[src/core/cardbus_status_pkg.sv]
package cardbus_status_pkg;

    localparam int ADDR_W = 8;
    localparam int DATA_W = 32;

    // register offsets in memory space
    localparam logic [7:0] OFS_EVENT = 8'h80;
    localparam logic [7:0] OFS_MASK = 8'h84;
    localparam logic [7:0] OFS_PRESENT = 8'h88;
    localparam logic [7:0] OFS_FORCE = 8'h8c;

    // field positions
    localparam int BIT_WAKE = 4;
    localparam int BIT_SUMMARY = 14;
    localparam int BIT_INT = 15;
    localparam int LANE_WAKE = 0;
    localparam int LANE_HIGH = 1;

    // values after reset
    localparam logic RST_BIT = 1'b0;
    localparam logic [31:0] RST_WORD = 32'h0000_0000;

    // pin input synchroniser depth
    localparam int SYNC_STAGES = 3;

endpackage

[src/core/cardbus_status_change_regs.sv]
// Contract
// - four status-change registers at 80h, 84h, 88h, 8Ch, memory space only
// - decoder claims memory cycles only; I/O cycles are answered but never reach them
// - event bit 4 sets on any detected wake-up event
// - event bit 4 clears when the pm event status flag is cleared
// - event bit 15 sets while interrupt pending; write 1 or reset clears
// - status change pin asserts only with mask bits 4 and 14 set
// - mask bits 4 and 14 clear on power-up reset
// - mask bit 15 gates the interrupt pin; clears on hw/sw reset
// - present bit 4 shows wake state; clears with event or flag
// - present bit 15 shows internal interrupt; clears with its cause
// - force write 1 sets event bit 4 or 15, present untouched
`timescale 1ns/100ps
`default_nettype none

module cardbus_status_change_regs (
    input wire logic clk,
    input wire logic rst,
    input wire logic hw_reset_req,
    input wire logic sw_reset_req,
    input wire logic req_valid,
    input wire logic req_mem_space,
    input wire logic req_write,
    input wire logic [cardbus_status_pkg::ADDR_W-1:0] req_addr,
    input wire logic [cardbus_status_pkg::DATA_W-1:0] req_wdata,
    input wire logic [3:0] req_byte_en,
    output logic rsp_valid,
    output logic rsp_claim,
    output logic [cardbus_status_pkg::DATA_W-1:0] rsp_rdata,
    input wire logic wake_event_pin,
    input wire logic pm_event_detect,
    input wire logic pm_event_status_flag,
    input wire logic pm_event_enable_flag,
    input wire logic func_int_pending,
    output logic status_change_pin,
    output logic int_pin
);
    import cardbus_status_pkg::*;

    ////////////////////////////////////////////////////////////////////////
    // decode

    logic fn_reset;
    logic wake_pin_rise;
    logic wake_seen;
    logic pm_status_prev_reg;
    logic pm_status_cleared;
    logic addr_mapped;
    logic hit;
    logic wr_event;
    logic wr_mask;
    logic wr_force;
    logic clr_wake;
    logic clr_int;
    logic force_wake;
    logic force_int;

    pin_event_sync wake_sync (
        .clk(clk),
        .rst(rst),
        .pin_async(wake_event_pin),
        .rise_pulse(wake_pin_rise)
    );

    always_comb begin
        fn_reset = hw_reset_req | sw_reset_req;
        wake_seen = pm_event_detect | wake_pin_rise;
        pm_status_cleared = pm_status_prev_reg & ~pm_event_status_flag;
        addr_mapped = (req_addr == OFS_EVENT) || (req_addr == OFS_MASK) ||
            (req_addr == OFS_PRESENT) || (req_addr == OFS_FORCE);
        hit = req_valid & req_mem_space & addr_mapped;
        wr_event = hit & req_write & (req_addr == OFS_EVENT);
        wr_mask = hit & req_write & (req_addr == OFS_MASK);
        wr_force = hit & req_write & (req_addr == OFS_FORCE);
        clr_wake = wr_event & req_byte_en[LANE_WAKE] & req_wdata[BIT_WAKE];
        clr_int = wr_event & req_byte_en[LANE_HIGH] & req_wdata[BIT_INT];
        force_wake = wr_force & req_byte_en[LANE_WAKE] &
            req_wdata[BIT_WAKE];
        force_int = wr_force & req_byte_en[LANE_HIGH] &
            req_wdata[BIT_INT];
    end

    ////////////////////////////////////////////////////////////////////////
    // event, mask and present state

    logic event_wake_reg;
    logic event_wake_next;
    logic event_int_reg;
    logic event_int_next;
    logic mask_wake_reg;
    logic mask_wake_next;
    logic mask_summary_reg;
    logic mask_summary_next;
    logic mask_int_reg;
    logic mask_int_next;
    logic present_wake_reg;
    logic present_wake_next;
    logic present_int_reg;
    logic present_int_next;

    always_comb begin
        // set beats clear so a wake-up in the clearing cycle is kept;
        // hw and sw resets deliberately leave this bit alone
        event_wake_next = event_wake_reg;
        if (wake_seen || force_wake) begin
            event_wake_next = 1'b1;
        end else if (clr_wake || pm_status_cleared) begin
            event_wake_next = 1'b0;
        end

        event_int_next = event_int_reg;
        if (fn_reset) begin
            event_int_next = 1'b0;
        end else if (func_int_pending || force_int) begin
            event_int_next = 1'b1;
        end else if (clr_int) begin
            event_int_next = 1'b0;
        end

        // wake and summary enables survive hw and sw reset
        mask_wake_next = mask_wake_reg;
        mask_summary_next = mask_summary_reg;
        if (wr_mask && req_byte_en[LANE_WAKE]) begin
            mask_wake_next = req_wdata[BIT_WAKE];
        end
        if (wr_mask && req_byte_en[LANE_HIGH]) begin
            mask_summary_next = req_wdata[BIT_SUMMARY];
        end

        mask_int_next = mask_int_reg;
        if (fn_reset) begin
            mask_int_next = 1'b0;
        end else if (wr_mask && req_byte_en[LANE_HIGH]) begin
            mask_int_next = req_wdata[BIT_INT];
        end

        present_wake_next = present_wake_reg;
        if (fn_reset) begin
            present_wake_next = 1'b0;
        end else if (wake_seen) begin
            present_wake_next = 1'b1;
        end else if (clr_wake || pm_status_cleared) begin
            present_wake_next = 1'b0;
        end

        // cause goes away when masked or acknowledged upstream
        present_int_next = fn_reset ? 1'b0 : func_int_pending;
    end

    always_ff @(posedge clk or posedge rst) begin
        if (rst) begin
            event_wake_reg <= RST_BIT;
            event_int_reg <= RST_BIT;
            mask_wake_reg <= RST_BIT;
            mask_summary_reg <= RST_BIT;
            mask_int_reg <= RST_BIT;
            present_wake_reg <= RST_BIT;
            present_int_reg <= RST_BIT;
            pm_status_prev_reg <= RST_BIT;
        end else begin
            event_wake_reg <= event_wake_next;
            event_int_reg <= event_int_next;
            mask_wake_reg <= mask_wake_next;
            mask_summary_reg <= mask_summary_next;
            mask_int_reg <= mask_int_next;
            present_wake_reg <= present_wake_next;
            present_int_reg <= present_int_next;
            pm_status_prev_reg <= pm_event_status_flag;
        end
    end

    ////////////////////////////////////////////////////////////////////////
    // read path and pins

    logic [DATA_W-1:0] rdata_next;
    logic rsp_valid_next;
    logic rsp_claim_next;
    logic stschg_next;
    logic int_pin_next;

    always_comb begin
        rdata_next = RST_WORD;
        if (hit && !req_write) begin
            case (req_addr)
                OFS_EVENT: begin
                    rdata_next[BIT_WAKE] = event_wake_reg;
                    rdata_next[BIT_INT] = event_int_reg;
                end
                OFS_MASK: begin
                    rdata_next[BIT_WAKE] = mask_wake_reg;
                    rdata_next[BIT_SUMMARY] = mask_summary_reg;
                    rdata_next[BIT_INT] = mask_int_reg;
                end
                OFS_PRESENT: begin
                    rdata_next[BIT_WAKE] = present_wake_reg;
                    rdata_next[BIT_INT] = present_int_reg;
                end
                default: begin
                    rdata_next = RST_WORD;
                end
            endcase
        end
        // every request is answered; only memory hits are claimed
        rsp_valid_next = req_valid;
        rsp_claim_next = hit;
        // enable flag is the host's own gate on the pin
        stschg_next = event_wake_reg & mask_wake_reg & mask_summary_reg &
            pm_event_enable_flag;
        int_pin_next = event_int_reg & mask_int_reg;
    end

    always_ff @(posedge clk or posedge rst) begin
        if (rst) begin
            rsp_valid <= RST_BIT;
            rsp_claim <= RST_BIT;
            rsp_rdata <= RST_WORD;
            status_change_pin <= RST_BIT;
            int_pin <= RST_BIT;
        end else begin
            rsp_valid <= rsp_valid_next;
            rsp_claim <= rsp_claim_next;
            rsp_rdata <= rdata_next;
            status_change_pin <= stschg_next;
            int_pin <= int_pin_next;
        end
    end
endmodule

`default_nettype wire

[src/core/pin_event_sync.sv]
`timescale 1ns/100ps
`default_nettype none

// three-stage synchroniser for an asynchronous level; the filtered
// level only moves once the second and third stages agree
module pin_event_sync (
    input wire logic clk,
    input wire logic rst,
    input wire logic pin_async,
    output logic rise_pulse
);
    import cardbus_status_pkg::*;

    logic [SYNC_STAGES-1:0] stage_reg;
    logic [SYNC_STAGES-1:0] stage_next;
    logic level_reg;
    logic level_next;
    logic rise_next;

    always_comb begin
        stage_next = {stage_reg[SYNC_STAGES-2:0], pin_async};
        level_next = level_reg;
        if (stage_reg[1] == stage_reg[2]) begin
            level_next = stage_reg[2];
        end
        rise_next = level_next & ~level_reg;
    end

    always_ff @(posedge clk or posedge rst) begin
        if (rst) begin
            stage_reg <= '0;
            level_reg <= RST_BIT;
            rise_pulse <= RST_BIT;
        end else begin
            stage_reg <= stage_next;
            level_reg <= level_next;
            rise_pulse <= rise_next;
        end
    end

endmodule

`default_nettype wire

[config.mk]
export PLATFORM = sky130hd
export DESIGN_NAME = cardbus_status_change_regs
export DESIGN_NICKNAME = d
export VERILOG_FILES = /design/src/core/cardbus_status_pkg.sv /design/src/core/cardbus_status_change_regs.sv /design/src/core/pin_event_sync.sv
export SDC_FILE = /design/constraint.sdc
export NUM_CORES = 1
export LEC_CHECK = 0
export BUFFER_PORTS_ARGS = -buffer_cell sky130_fd_sc_hd__buf_4
export CAP_MARGIN = 30
export CORE_MARGIN = 5
export CORE_UTILIZATION = 34
export CTS_CLUSTER_DIAMETER = 60
export DETAILED_ROUTE_END_ITERATION = 6
export GPL_ROUTABILITY_DRIVEN = 0
export PLACE_DENSITY_LB_ADDON = 0.08
export SYNTH_ARGS = -nofsm -noshare
export SYNTH_HDL_FRONTEND = slang
export SYNTH_SLANG_ARGS = --single-unit
[constraint.sdc]
create_clock -name clk -period 0.8 [get_ports clk]
set_input_delay 0.16 -clock clk [delete_from_list [all_inputs] [get_ports clk]]
set_output_delay 0.16 -clock clk [all_outputs]
set_load 0.03 [all_outputs]
==> After elaboration in Yosys (flattened, before gate mapping) <==
Index checks and enable logic that the tools add are counted.
{ "totals": {"register_bits": 49, "input_bits": 56, "out_inout_bits": 36, "word_cells": 74} }
{ "op_classes": {"n_eq_ne": 5, "n_mux": 15, "bitwise": 24, "n_reduce_logical": 14} }
{ "ops": {"columns": ["operator", "n"], "rows": [
  ["8-bit == test, second input constant", 4],
  ["1-bit AND", 20],
  ["16-bit two-way mux", 1],
  ["1-bit two-way mux", 12],
  ["1-bit logical OR", 6],
  ["1-bit case mux with 3 select lines", 2],
  ["3-bit nonzero test", 2],
  ["2-bit nonzero test", 2],
  ["1-bit logical AND", 3],
  ["1-bit NOT", 2],
  ["1-bit OR", 2],
  ["1-bit == test", 1],
  ["1-bit logical NOT", 1]
]} }

==> Logic depth before layout (Yosys ltp) <==
Gate-level depths: netlist of the first run.
{ "logic_depth": {"ltp_word": 13, "ltp_mapped": 6, "depth_no_buf": 5} }

==> Cells and area by module <==
A second synthesis of the first run with hierarchy kept.
{ "unflattened": {"cells_unflattened": 104, "area_unflattened_um2": 1054.8} }
{ "by_module_without_submodules": {"columns": ["mod", "n_inst", "cells_per_inst", "area_per_inst_um2", "seq_area_each_um2"], "rows": [
  ["cardbus_status_change_regs", 1, 96, 904.6, 375.4],
  ["pin_event_sync", 1, 8, 150.1, 125.1]
]} }

==> Worst setup path before layout of the first run <==
No wires, ideal clock.
{ "synth_path": {"kind": "input to register", "startpoint": "input req_addr[5] (netlist name)", "endpoint": "register mask_wake_reg", "setup_ns": 0.125, "arrival_time_ns": 1.472, "required_time_ns": 0.675, "setup_slack_ns": -0.797, "path_stages": 6, "cell_sequence": "or4b_4 > or2_1 > buf_6 > clkinv_2 > nand4_2 > mux2_4"} }
{ "synth_via": {"elab_chain_cells": 8} }
{ "synth_rtl": {"columns": ["item", "line_no", "rtl"], "rows": [
  ["start: declaration", "cardbus_status_change_regs.sv:24", "input wire logic [cardbus_status_pkg::ADDR_W-1:0] req_addr,"],
  ["8-bit == test", "cardbus_status_change_regs.sv:69", "addr_mapped = (req_addr == OFS_EVENT) || (req_addr == OFS_MASK) ||"],
  ["1-bit logical OR (2 in series)", "cardbus_status_change_regs.sv:69", null],
  ["1-bit logical OR (*)", "cardbus_status_change_regs.sv:70", "(req_addr == OFS_PRESENT) || (req_addr == OFS_FORCE);"],
  ["1-bit AND (*)", "cardbus_status_change_regs.sv:71", "hit = req_valid & req_mem_space & addr_mapped;"],
  ["named net hit", "cardbus_status_change_regs.sv:49", "logic hit;"],
  ["1-bit AND (*) (2 in series)", "cardbus_status_change_regs.sv:73", "wr_mask = hit & req_write & (req_addr == OFS_MASK);"],
  ["1-bit logical AND (*)", "cardbus_status_change_regs.sv:123", "if (wr_mask && req_byte_en[LANE_WAKE]) begin"],
  ["end signal: assignment", "cardbus_status_change_regs.sv:163", "mask_wake_reg <= mask_wake_next;"],
  ["end: declaration", "cardbus_status_change_regs.sv:90", "logic mask_wake_reg;"]
]} }
Mark *: on every way through the listed nets, which the timed path passes. The rest lies on a longest branch.
A chain may end at the register's enable or synchronous reset.

==> Worst setup path after layout of the first run <==
{ "layout_path": {"startpoint": "input req_addr[5] (netlist name)", "endpoint": "register mask_summary_reg"} }
{ "layout_via": {"elab_chain_cells": 8} }
{ "layout_rtl": {"columns": ["item", "line_no", "rtl"], "rows": [
  ["8-bit == test (on tied branches)", "cardbus_status_change_regs.sv:69, cardbus_status_change_regs.sv:73", null],
  ["1-bit logical OR (2 in series)", "cardbus_status_change_regs.sv:69", null],
  ["1-bit logical OR", "cardbus_status_change_regs.sv:70", null],
  ["1-bit AND", "cardbus_status_change_regs.sv:71", null],
  ["1-bit AND", "cardbus_status_change_regs.sv:73", null],
  ["1-bit AND (*)", "cardbus_status_change_regs.sv:73", null],
  ["1-bit logical AND (*)", "cardbus_status_change_regs.sv:126", "if (wr_mask && req_byte_en[LANE_HIGH]) begin"],
  ["end signal: assignment", "cardbus_status_change_regs.sv:164", "mask_summary_reg <= mask_summary_next;"],
  ["end: declaration", "cardbus_status_change_regs.sv:92", "logic mask_summary_reg;"]
]} }
Mark *: on every way between the ends. The rest lies on a longest branch, timed or not.

==> metrics, run 1 <==
FP Rows=20; total grt overflow=0; Cell variety after synth=30; crit-path max FO=2; FF+latch count, synth=20; hold_sp=hw_reset_req; status=complete, but fails checks; Power Total=about 2.1 mW; # DRC=0; Yosys warning total=0; # port buffers=31; All-Layer GR Usage=about 11%; Setup crit start kind=input pin; crit path capture type=flop; Final Setup Violations=17; RR Startpoint=mask_wake_reg; CTS clk-pin slew, worst paths=0.11 ns; max frequency=738 MHz; Mean Syn Cell Area=10.6 um2; final WL=roughly 2.4 mm; LEAKAGE=a little under 0.8 nW; Root Buffer=clkbuf_4; RSZ-0062 raised after global routing=yes; worst slack, placed=-1.03 ns; Core Area=around 0.0030 mm2; detailed-route via count=824; data arrival time of the worst path=roughly 1.6 ns; TritonCTS clock tree=yes; number of fillers in the final layout=286; Routed Antenna Nets=0; H-tree lvl count=1; FFs w/ async S/R, synth=between 90% and 100%; sequential share of the synthesized area=between 40% and 50%; DP Area=0.00131 mm2; Clock Sink Count=20; most common cell after layout, fill and taps aside=buf_4; Placed Cells=183; crit share post-route=169%; pwr dens=around 1300 mW/mm2; DRT iter0 DRCs=23; number of hold violations in the final report=0; Chip Height=roughly 66 um; Slew Limit Fails=0; HPWL Detailed=1.77 mm; global-route wire length before repair=between 3 and 4 mm; cts bufs inserted=3; share of layout cells above drive strength 1=between 40 and 50%; Post-Synthesis Cells=100; Post-Synthesis Cell Area=about 0.0011 mm2; Initial Util=about a third; largest net degree at the start of global routing=21; Initial DRT Pass Iterations=4; via/cell ratio=between 4 and 5; violated checks=negative setup slack; clk buf depth=2; ys flop type=dfrtp_1; Max-Cap Viols=0; FF/Latch Area=roughly 500 um2; area occupied by multi-input gates=between 500 and 600 um2; non-filler cells, final=196; minimum clock period=between 1 and 1.5 ns; VDD IR max=944 uV; area grow syn2layout=48.6%; cell area after layout=~0.0016 mm2; Post-synth EDFFs=0; ANT cells=0; clk_skew=0.00400 ns; CP Data Required Time=1.00 ns; Die W=65.9 um; die footprint=between 0.004 and 0.005 mm2; crit path from=req_addr[5]; critical path type=input pin to flop; I/O pin cnt=92; Nets=approximately 210; most frequent cells in the layout=34 x buf_4, 29 x conb_1, 20 x dfrtp_1; Worst Hold Class=input pin to flop; worst-skew pair later-pin latency=roughly 0.30 ns; DR WL/cell=~12 um; Setup WS post-layout=-0.555 ns; antenna violations before repair=0; vias in the first global route=811
area by class of cell:
class                      count  share of cell area [%]
clock buffer                   4                    2.30
inverter                       2                   0.794
multi-input combinational     75                    33.7
sequential                    20                    31.7
tap                           44                    3.49
timing repair buffer          51                    28.0
cell families after synthesis:
group	synth area share, %
buffers and inverters	22.9
AND/OR/NAND/NOR	18.5
flip-flops	47.2
AO/OA/AOI/OAI	4.83
multiplexers	5.31
adder cells (fa/ha/maj)	0.943
other	0.353
layer usage:
layer	global-route usage (%)	routed length (um)	up-vias
met3	5.44	240	0
met5	0	0	-
met2	18.8	1210	42
met1	12.6	978	394
met4	1.81	0	0
li1	-	-	388
synthesized netlist by cell type (2+ instances only):
master,n,share of area (%)
and2_1,3,1.8
dfrtp_1,20,47
nor3_1,4,1.9
mux2i_1,3,2.8
nor2_1,6,2.1
nand3_1,2,0.94
buf_4,29,21
nand2_1,5,1.8
nor2b_1,2,1.2
nor4_1,2,1.2
a21oi_1,2,0.94
o41ai_1,3,2.5
a211oi_1,2,1.4
report_power, final:
group,switching (mW),internal (mW)
clock network,0.309,0.278
logic,0.313,0.169
registers,0.0171,1.04
repair_timing:
action                     4_1_cts  5_1_grt
hold endpoints to repair        23        0
setup endpoints to repair       18       19
pin swaps                        9        8
buffers inserted                 4        4
resized for setup               22        9
hold buffers                     4        0
per-stage QoR:
stage	TNS, ns	hold WS [ns]	util, %
2_1_floorplan	-6.19	0.124	-
3_3_place_gp	-8.38	0.209	43.2
3_5_place_dp	-8.42	0.220	43.2
4_1_cts	-5.75	0.0197	50.0
5_1_grt	-6.41	0.0139	52.1
6_report	-5.99	0.0337	52.1
path summary, 6_finish.rpt:
| path | end | cells past startpoint | slack [ns] |
|---|---|---|---|
| min | mask_int_reg | 2 | 0.03 |
| min reg2reg | wake_sync.stage_reg[1] | 0 | 0.36 |
| max reg2reg | rsp_rdata[4] | 4 | -0.25 |
| max | mask_summary_reg | 6 | -0.55 |
| max in group asynchronous | event_int_reg | 4 | 0.15 |
| min in group asynchronous | status_change_pin | 4 | 0.43 |
worst max-delay path, stage by stage:
cell,delay (ns)
buf_6,0.09
or4b_4,0.54
buf_6,0.14
nor3_4,0.19
buf_4,0.15
mux2_4,0.28
(Power assumes the default switching activity.)
==> inputs of run 2 (changes only) <==
--- a/config.mk
+++ b/config.mk
@@ -5,10 +5,11 @@
 export SDC_FILE = /design/constraint.sdc
 export NUM_CORES = 1
 export LEC_CHECK = 0
+export ABC_AREA = 1
 export BUFFER_PORTS_ARGS = -buffer_cell sky130_fd_sc_hd__buf_4
 export CAP_MARGIN = 30
 export CORE_MARGIN = 5
-export CORE_UTILIZATION = 34
+export CORE_UTILIZATION = 35
 export CTS_CLUSTER_DIAMETER = 60
 export DETAILED_ROUTE_END_ITERATION = 6
 export GPL_ROUTABILITY_DRIVEN = 0
==> metrics, run 2 <==
status=complete, but fails checks; violated checks=negative setup slack; FF-to-FF End=wake_sync.rise_pulse; # DRC=0; ANT cells=0; DR WL/cell=between 10 and 15 um; CP max stage delay=about 0.4 ns; Clock Sink Count=20; worst-skew pair later-pin latency=a little over 0.3 ns; crit-path max FO=1; Die W=67.7 um; Cell variety after synth=18; clk_skew=0.00327 ns; Synth area leaders=dfrtp_1 43%, buf_4 19%, nand2_1 8.4%; global-route wire length before repair=~3.9 mm; Placed Cells=approximately 230; area grow syn2layout=44.5%; max frequency=between 900 and 1000 MHz; Initial DRT Pass Iterations=4; pwr dens=1460 mW/mm2; # port buffers=31; hold_sp=pm_event_enable_flag; share of layout cells above drive strength 1=about 40%; FP Rows=21; TritonCTS clock tree=yes; Final Setup Violations=10; Core Area=approximately 0.0033 mm2; hold path depth=3; final WL=2.53 mm; clk buf depth=2; Hold WS=between 0.06 and 0.07 ns; Commonest cells post-synth=29 x buf_4, 26 x nand2_1, 24 x inv_1; LEAKAGE=0.907 nW; crit share post-route=126%; TNS Setup=-1.58 ns; Yosys warning total=0; Finished Core Util=about half; ys flop type=dfrtp_1; largest net degree at the start of global routing=21; Reg2Reg Depth=2; Routed Antenna Nets=0; area occupied by multi-input gates=about 530 um2; RR Startpoint=wake_sync.stage_reg[1]; worst hold endpoint=status_change_pin; Chip Height=between 60 and 70 um; detailed-route via count=963; worst path cell trace=buf_6; cts bufs inserted=3; CP bufs+invs=1; number of cells on the critical path=1; Initial Util=a little over a third; Nets=253; total grt overflow=0; Post-Synthesis Cells=approximately 140; CTS clk-pin slew, worst paths=0.12 ns; VDD IR max=around 600 uV; Synth top area share=between 40% and 50%; data arrival time of the worst path=around 0.84 ns; HPWL Detailed=about 2.0 mm; die footprint=roughly 0.0046 mm2; Root Buffer=clkbuf_4; H-tree lvl count=1; Post-synth EDFFs=0; RSZ-0062 raised after global routing=yes; Slew Limit Fails=0; crit path max-delay cell type=dfrtp_1; Setup WS post-layout=-0.205 ns; FF/Latch Area=roughly 500 um2; FFs w/ async S/R, synth=100%; I/O pin cnt=92; Worst Hold Class=input pin to flop; Mean Syn Cell Area=roughly 8.1 um2; minimum clock period=around 1 ns; vias in the first global route=approximately 950; non-filler cells, final=242; FF+latch count, synth=20; crit path capture type=primary output; number of fillers in the final layout=323; DRT iter0 DRCs=9; number of hold violations in the final report=0; top-count cell post-synth=buf_4; CP Data Required Time=~0.64 ns; flop-to-flop setup slack=-0.13 ns; sequential share of the synthesized area=43.0%; Post-Synthesis Cell Area=around 0.0012 mm2; via/cell ratio=about 4; All-Layer GR Usage=11.3%; most common cell after layout, fill and taps aside=buf_4; most frequent cells in the layout=33 x buf_4, 29 x conb_1, 22 x nand2_1; Worst path top cell family by delay=flip-flops; antenna violations before repair=0; critical path type=flop to primary output; area leader, netlist=dfrtp_1; Max-Cap Viols=0; Setup crit start kind=flop
[run 2: cell count changes after synthesis, moves of 3 or more]
cell,before,now
nor3_1,4,0
nand3_1,2,9
nor2_4,0,3
nand2_2,0,3
o41ai_1,3,0
nor2_1,6,14
inv_1,1,24
and2_1,3,0
mux2i_1,3,0
nand2_1,5,26
nand4_1,0,5
[run 2: power by group]
group	leakage, nW	internal [mW]	switching (mW)
clock network	0.0279	0.507	0.340
logic	0.621	0.197	0.344
registers	0.258	1.04	0.0193
total	0.907	1.75	0.703
[run 2: per-layer routing]
metal	vias to the layer above	GRT usage (%)	share of wire [%]
met3	5	2.00	6.5
met1	443	13.9	41
met2	37	19.2	50
met5	-	0	0
li1	478	-	-
met4	0	4.56	1.7
[run 2: final cells by class]
type	count	share of cell area, %
multi-input cells	98	31.4
inverters	25	6.62
clock buffers	3	1.34
flip-flops and latches	20	29.8
well taps	46	3.42
clock inverters	1	1.79
repair buffers	49	25.7
[run 2: cell families (layout without fill, tap and decap cells)]
kind of cell | Yosys count | in the layout | synth area share (%)
AND/OR/NAND/NOR | 64 | 64 | 27.1
buffers and inverters | 54 | 78 | 26.8
flip-flops | 20 | 20 | 43.0
AO/OA/AOI/OAI | 4 | 4 | 1.94
adder cells (fa/ha/maj) | 1 | 1 | 0.860
other | 1 | 29 | 0.322
[run 2: worst register-to-register path, cell delays in order (launching register included)]
cell and delay [ns]:
dfrtp_1 0.40, maj3_2 0.31, nor2b_1 0.13
[run 2: timing repair]
| item | 4_1_cts | 5_1_grt |
|---|---|---|
| setup endpoints to repair | 13 | 17 |
| resized for setup | 9 | 24 |
| pin swaps | 2 | 11 |
| setup buffers | 1 | 4 |
| hold endpoints to repair | 23 | 0 |
| hold buffers | 4 | 0 |
[run 2: through the flow]
stage	area, um2	total power, mW	worst slack [ns]
after floorplan	1300	1.48	-0.125
after global placement	1440	1.54	-0.317
after detailed placement	1440	1.55	-0.347
after CTS	1570	2.43	-0.225
after global routing	1680	2.56	-0.233
final	1680	2.45	-0.205
[run 2: how the worst max path moves through the flow]
| stage | slack, ns | to | from |
|---|---|---|---|
| 5_1_grt | -0.23 | rsp_rdata[14] | rsp_rdata[14] |
| 6_report | -0.20 | rsp_claim | rsp_claim |
| 4_1_cts | -0.22 | rsp_claim | rsp_claim |
| 2_1_floorplan | -0.12 | mask_int_reg | req_addr[6] |
| 3_5_place_dp | -0.35 | mask_int_reg | req_addr[0] |
| 3_3_place_gp | -0.32 | mask_int_reg | req_addr[0] |
==> inputs of run 3 (changes only) <==
--- a/config.mk
+++ b/config.mk
@@ -13,7 +13,7 @@
 export CTS_CLUSTER_DIAMETER = 60
 export DETAILED_ROUTE_END_ITERATION = 6
 export GPL_ROUTABILITY_DRIVEN = 0
-export PLACE_DENSITY_LB_ADDON = 0.08
+export PLACE_DENSITY = 0.75
 export SYNTH_ARGS = -nofsm -noshare
 export SYNTH_HDL_FRONTEND = slang
 export SYNTH_SLANG_ARGS = --single-unit
==> constraint.sdc (replaced) <==
create_clock -name clk -period 0.8 [get_ports clk]
set_input_delay 0.12 -clock clk [delete_from_list [all_inputs] [get_ports clk]]
set_output_delay 0.12 -clock clk [all_outputs]
set_load 0.03 [all_outputs]
==> metrics, run 3 (same netlist as run 2, synthesis figures left out) <==
LEAKAGE=~0.88 nW; Clock Sink Count=20; violated checks=negative setup slack; # DRC=0; CP max stage delay=around 0.39 ns; worst slack, placed=-0.290 ns; area grow syn2layout=36.6%; switching part of the total power=a little under a third; RR Startpoint=wake_sync.level_reg; Routed Antenna Nets=0; P_sw=0.632 mW; crit-path max FO=1; crit share post-route=117%; Final Setup Violations=10; Core Area=0.00328 mm2; share of layout cells above drive strength 1=a little over a third; Pint=1.41 mW; Max-Cap Viols=0; Setup crit start kind=flop; VDD IR max=about 900 uV; vias in the first global route=~830; status=complete, but fails checks; CP bufs+invs=1; final WL=approximately 2.3 mm; clk_skew=0.00810 ns; Nets=252; clk buf depth=2; flop-to-flop setup slack=-0.12 ns; cts bufs inserted=3; number of fillers in the final layout=about 310; crit path max-delay cell type=dfrtp_1; most common cell after layout, fill and taps aside=buf_4; Clock power frac=between 20% and 30%; crit path capture type=primary output; Setup WS post-layout=-0.135 ns; via/cell ratio=~4; antenna violations before repair=0; global-route wire length before repair=about 3.5 mm; Slew Limit Fails=0; critical path type=flop to primary output; DP Area=about 0.0015 mm2; cell area after layout=approximately 0.0016 mm2; RSZ-0062 raised after global routing=yes; CTS clk-pin slew, worst paths=0.10 ns; detailed-route via count=roughly 950; pwr dens=around 1300 mW/mm2; hold_sp=req_valid; Die W=approximately 68 um; FF/Latch Area=~500 um2; All-Layer GR Usage=10.2%; FP Rows=21; Reg2Reg Depth=2; Reg power frac=between 50 and 60%; Worst path top cell family by delay=flip-flops; power share of the combinational group=roughly 25%; total grt overflow=0; worst-skew pair later-pin latency=0.30 ns; worst hold endpoint=rsp_valid; number of hold violations in the final report=0; hold path depth=2; data arrival time of the worst path=a little over 0.8 ns; I/O pin cnt=just over 90; largest net degree at the start of global routing=21; ANT cells=0; minimum clock period=roughly 0.93 ns; Worst Hold Class=input pin to flop; HPWL Detailed=approximately 1.9 mm; Root Buffer=clkbuf_4; TritonCTS clock tree=yes; # port buffers=31; die footprint=around 0.0046 mm2; FF-to-FF End=wake_sync.rise_pulse; most frequent cells in the layout=35 x buf_4, 29 x conb_1, 24 x nand2_1; DRT iter0 DRCs=14; Power Total=2.04 mW; Initial DRT Pass Iterations=4; DR WL/cell=between 9 and 10 um; CP Data Required Time=approximately 0.68 ns; max frequency=~1100 MHz; Chip Height=a little under 70 um; worst path cell trace=buf_6; area occupied by multi-input gates=about 490 um2; H-tree lvl count=1; Initial Util=35.4%
run 3: how the worst max path moves through the flow:
stage                         from  cells after the start              endpoint
2_1_floorplan  wake_sync.level_reg                      2  wake_sync.rise_pulse
3_3_place_gp           req_addr[1]                      8         rsp_rdata[15]
3_5_place_dp           req_addr[6]                      9          mask_int_reg
4_1_cts                    int_pin                      1               int_pin
5_1_grt          status_change_pin                      1     status_change_pin
6_report                 rsp_claim                      1             rsp_claim
run 3: metal layers:
metal | wire length, um | vias up | track usage [%]
met5 | 0 | - | 0
met4 | 23 | 0 | 3.04
met3 | 173 | 5 | 3.66
met2 | 1170 | 35 | 17.3
met1 | 935 | 430 | 12.1
li1 | - | 477 | -
run 3: repair_timing:
action / 4_1_cts / 5_1_grt
endpoints found under the setup margin: 11 / 15
endpoints found under the hold margin: 22 / 0
gates resized for setup: 8 / 11
pin swaps: 2 / 4
buffers inserted: 0 / 1
hold buffers: 3 / 0
run 3: area by class of cell:
| cell class | instances | share of cell area, % |
|---|---|---|
| clock buffer | 3 | 1.42 |
| sequential | 20 | 31.5 |
| multi-input combinational | 98 | 30.7 |
| inverter | 25 | 6.69 |
| tap | 46 | 3.62 |
| timing repair buffer | 48 | 26.1 |
run 3: through the flow:
step,hold WS [ns],utilization [%],cells,TNS (ns)
floorplan,0.0838,-,172,-0.411
global placement,0.165,44.6,233,-2.09
finish,0.0255,48.4,240,-1.06
detailed placement,0.168,44.6,233,-2.20
global route,0.00259,48.4,240,-1.59
CTS,0.0196,47.1,239,-1.14
run 3: power by group through the flow:
stage | registers [mW] | clock network (mW) | logic (mW)
floorplan | 1.08 | 0 | 0.399
global route | 1.07 | 0.538 | 0.562
finish | 1.06 | 0.460 | 0.516
detailed placement | 1.08 | 0 | 0.479
CTS | 1.06 | 0.481 | 0.494
global placement | 1.08 | 0 | 0.473
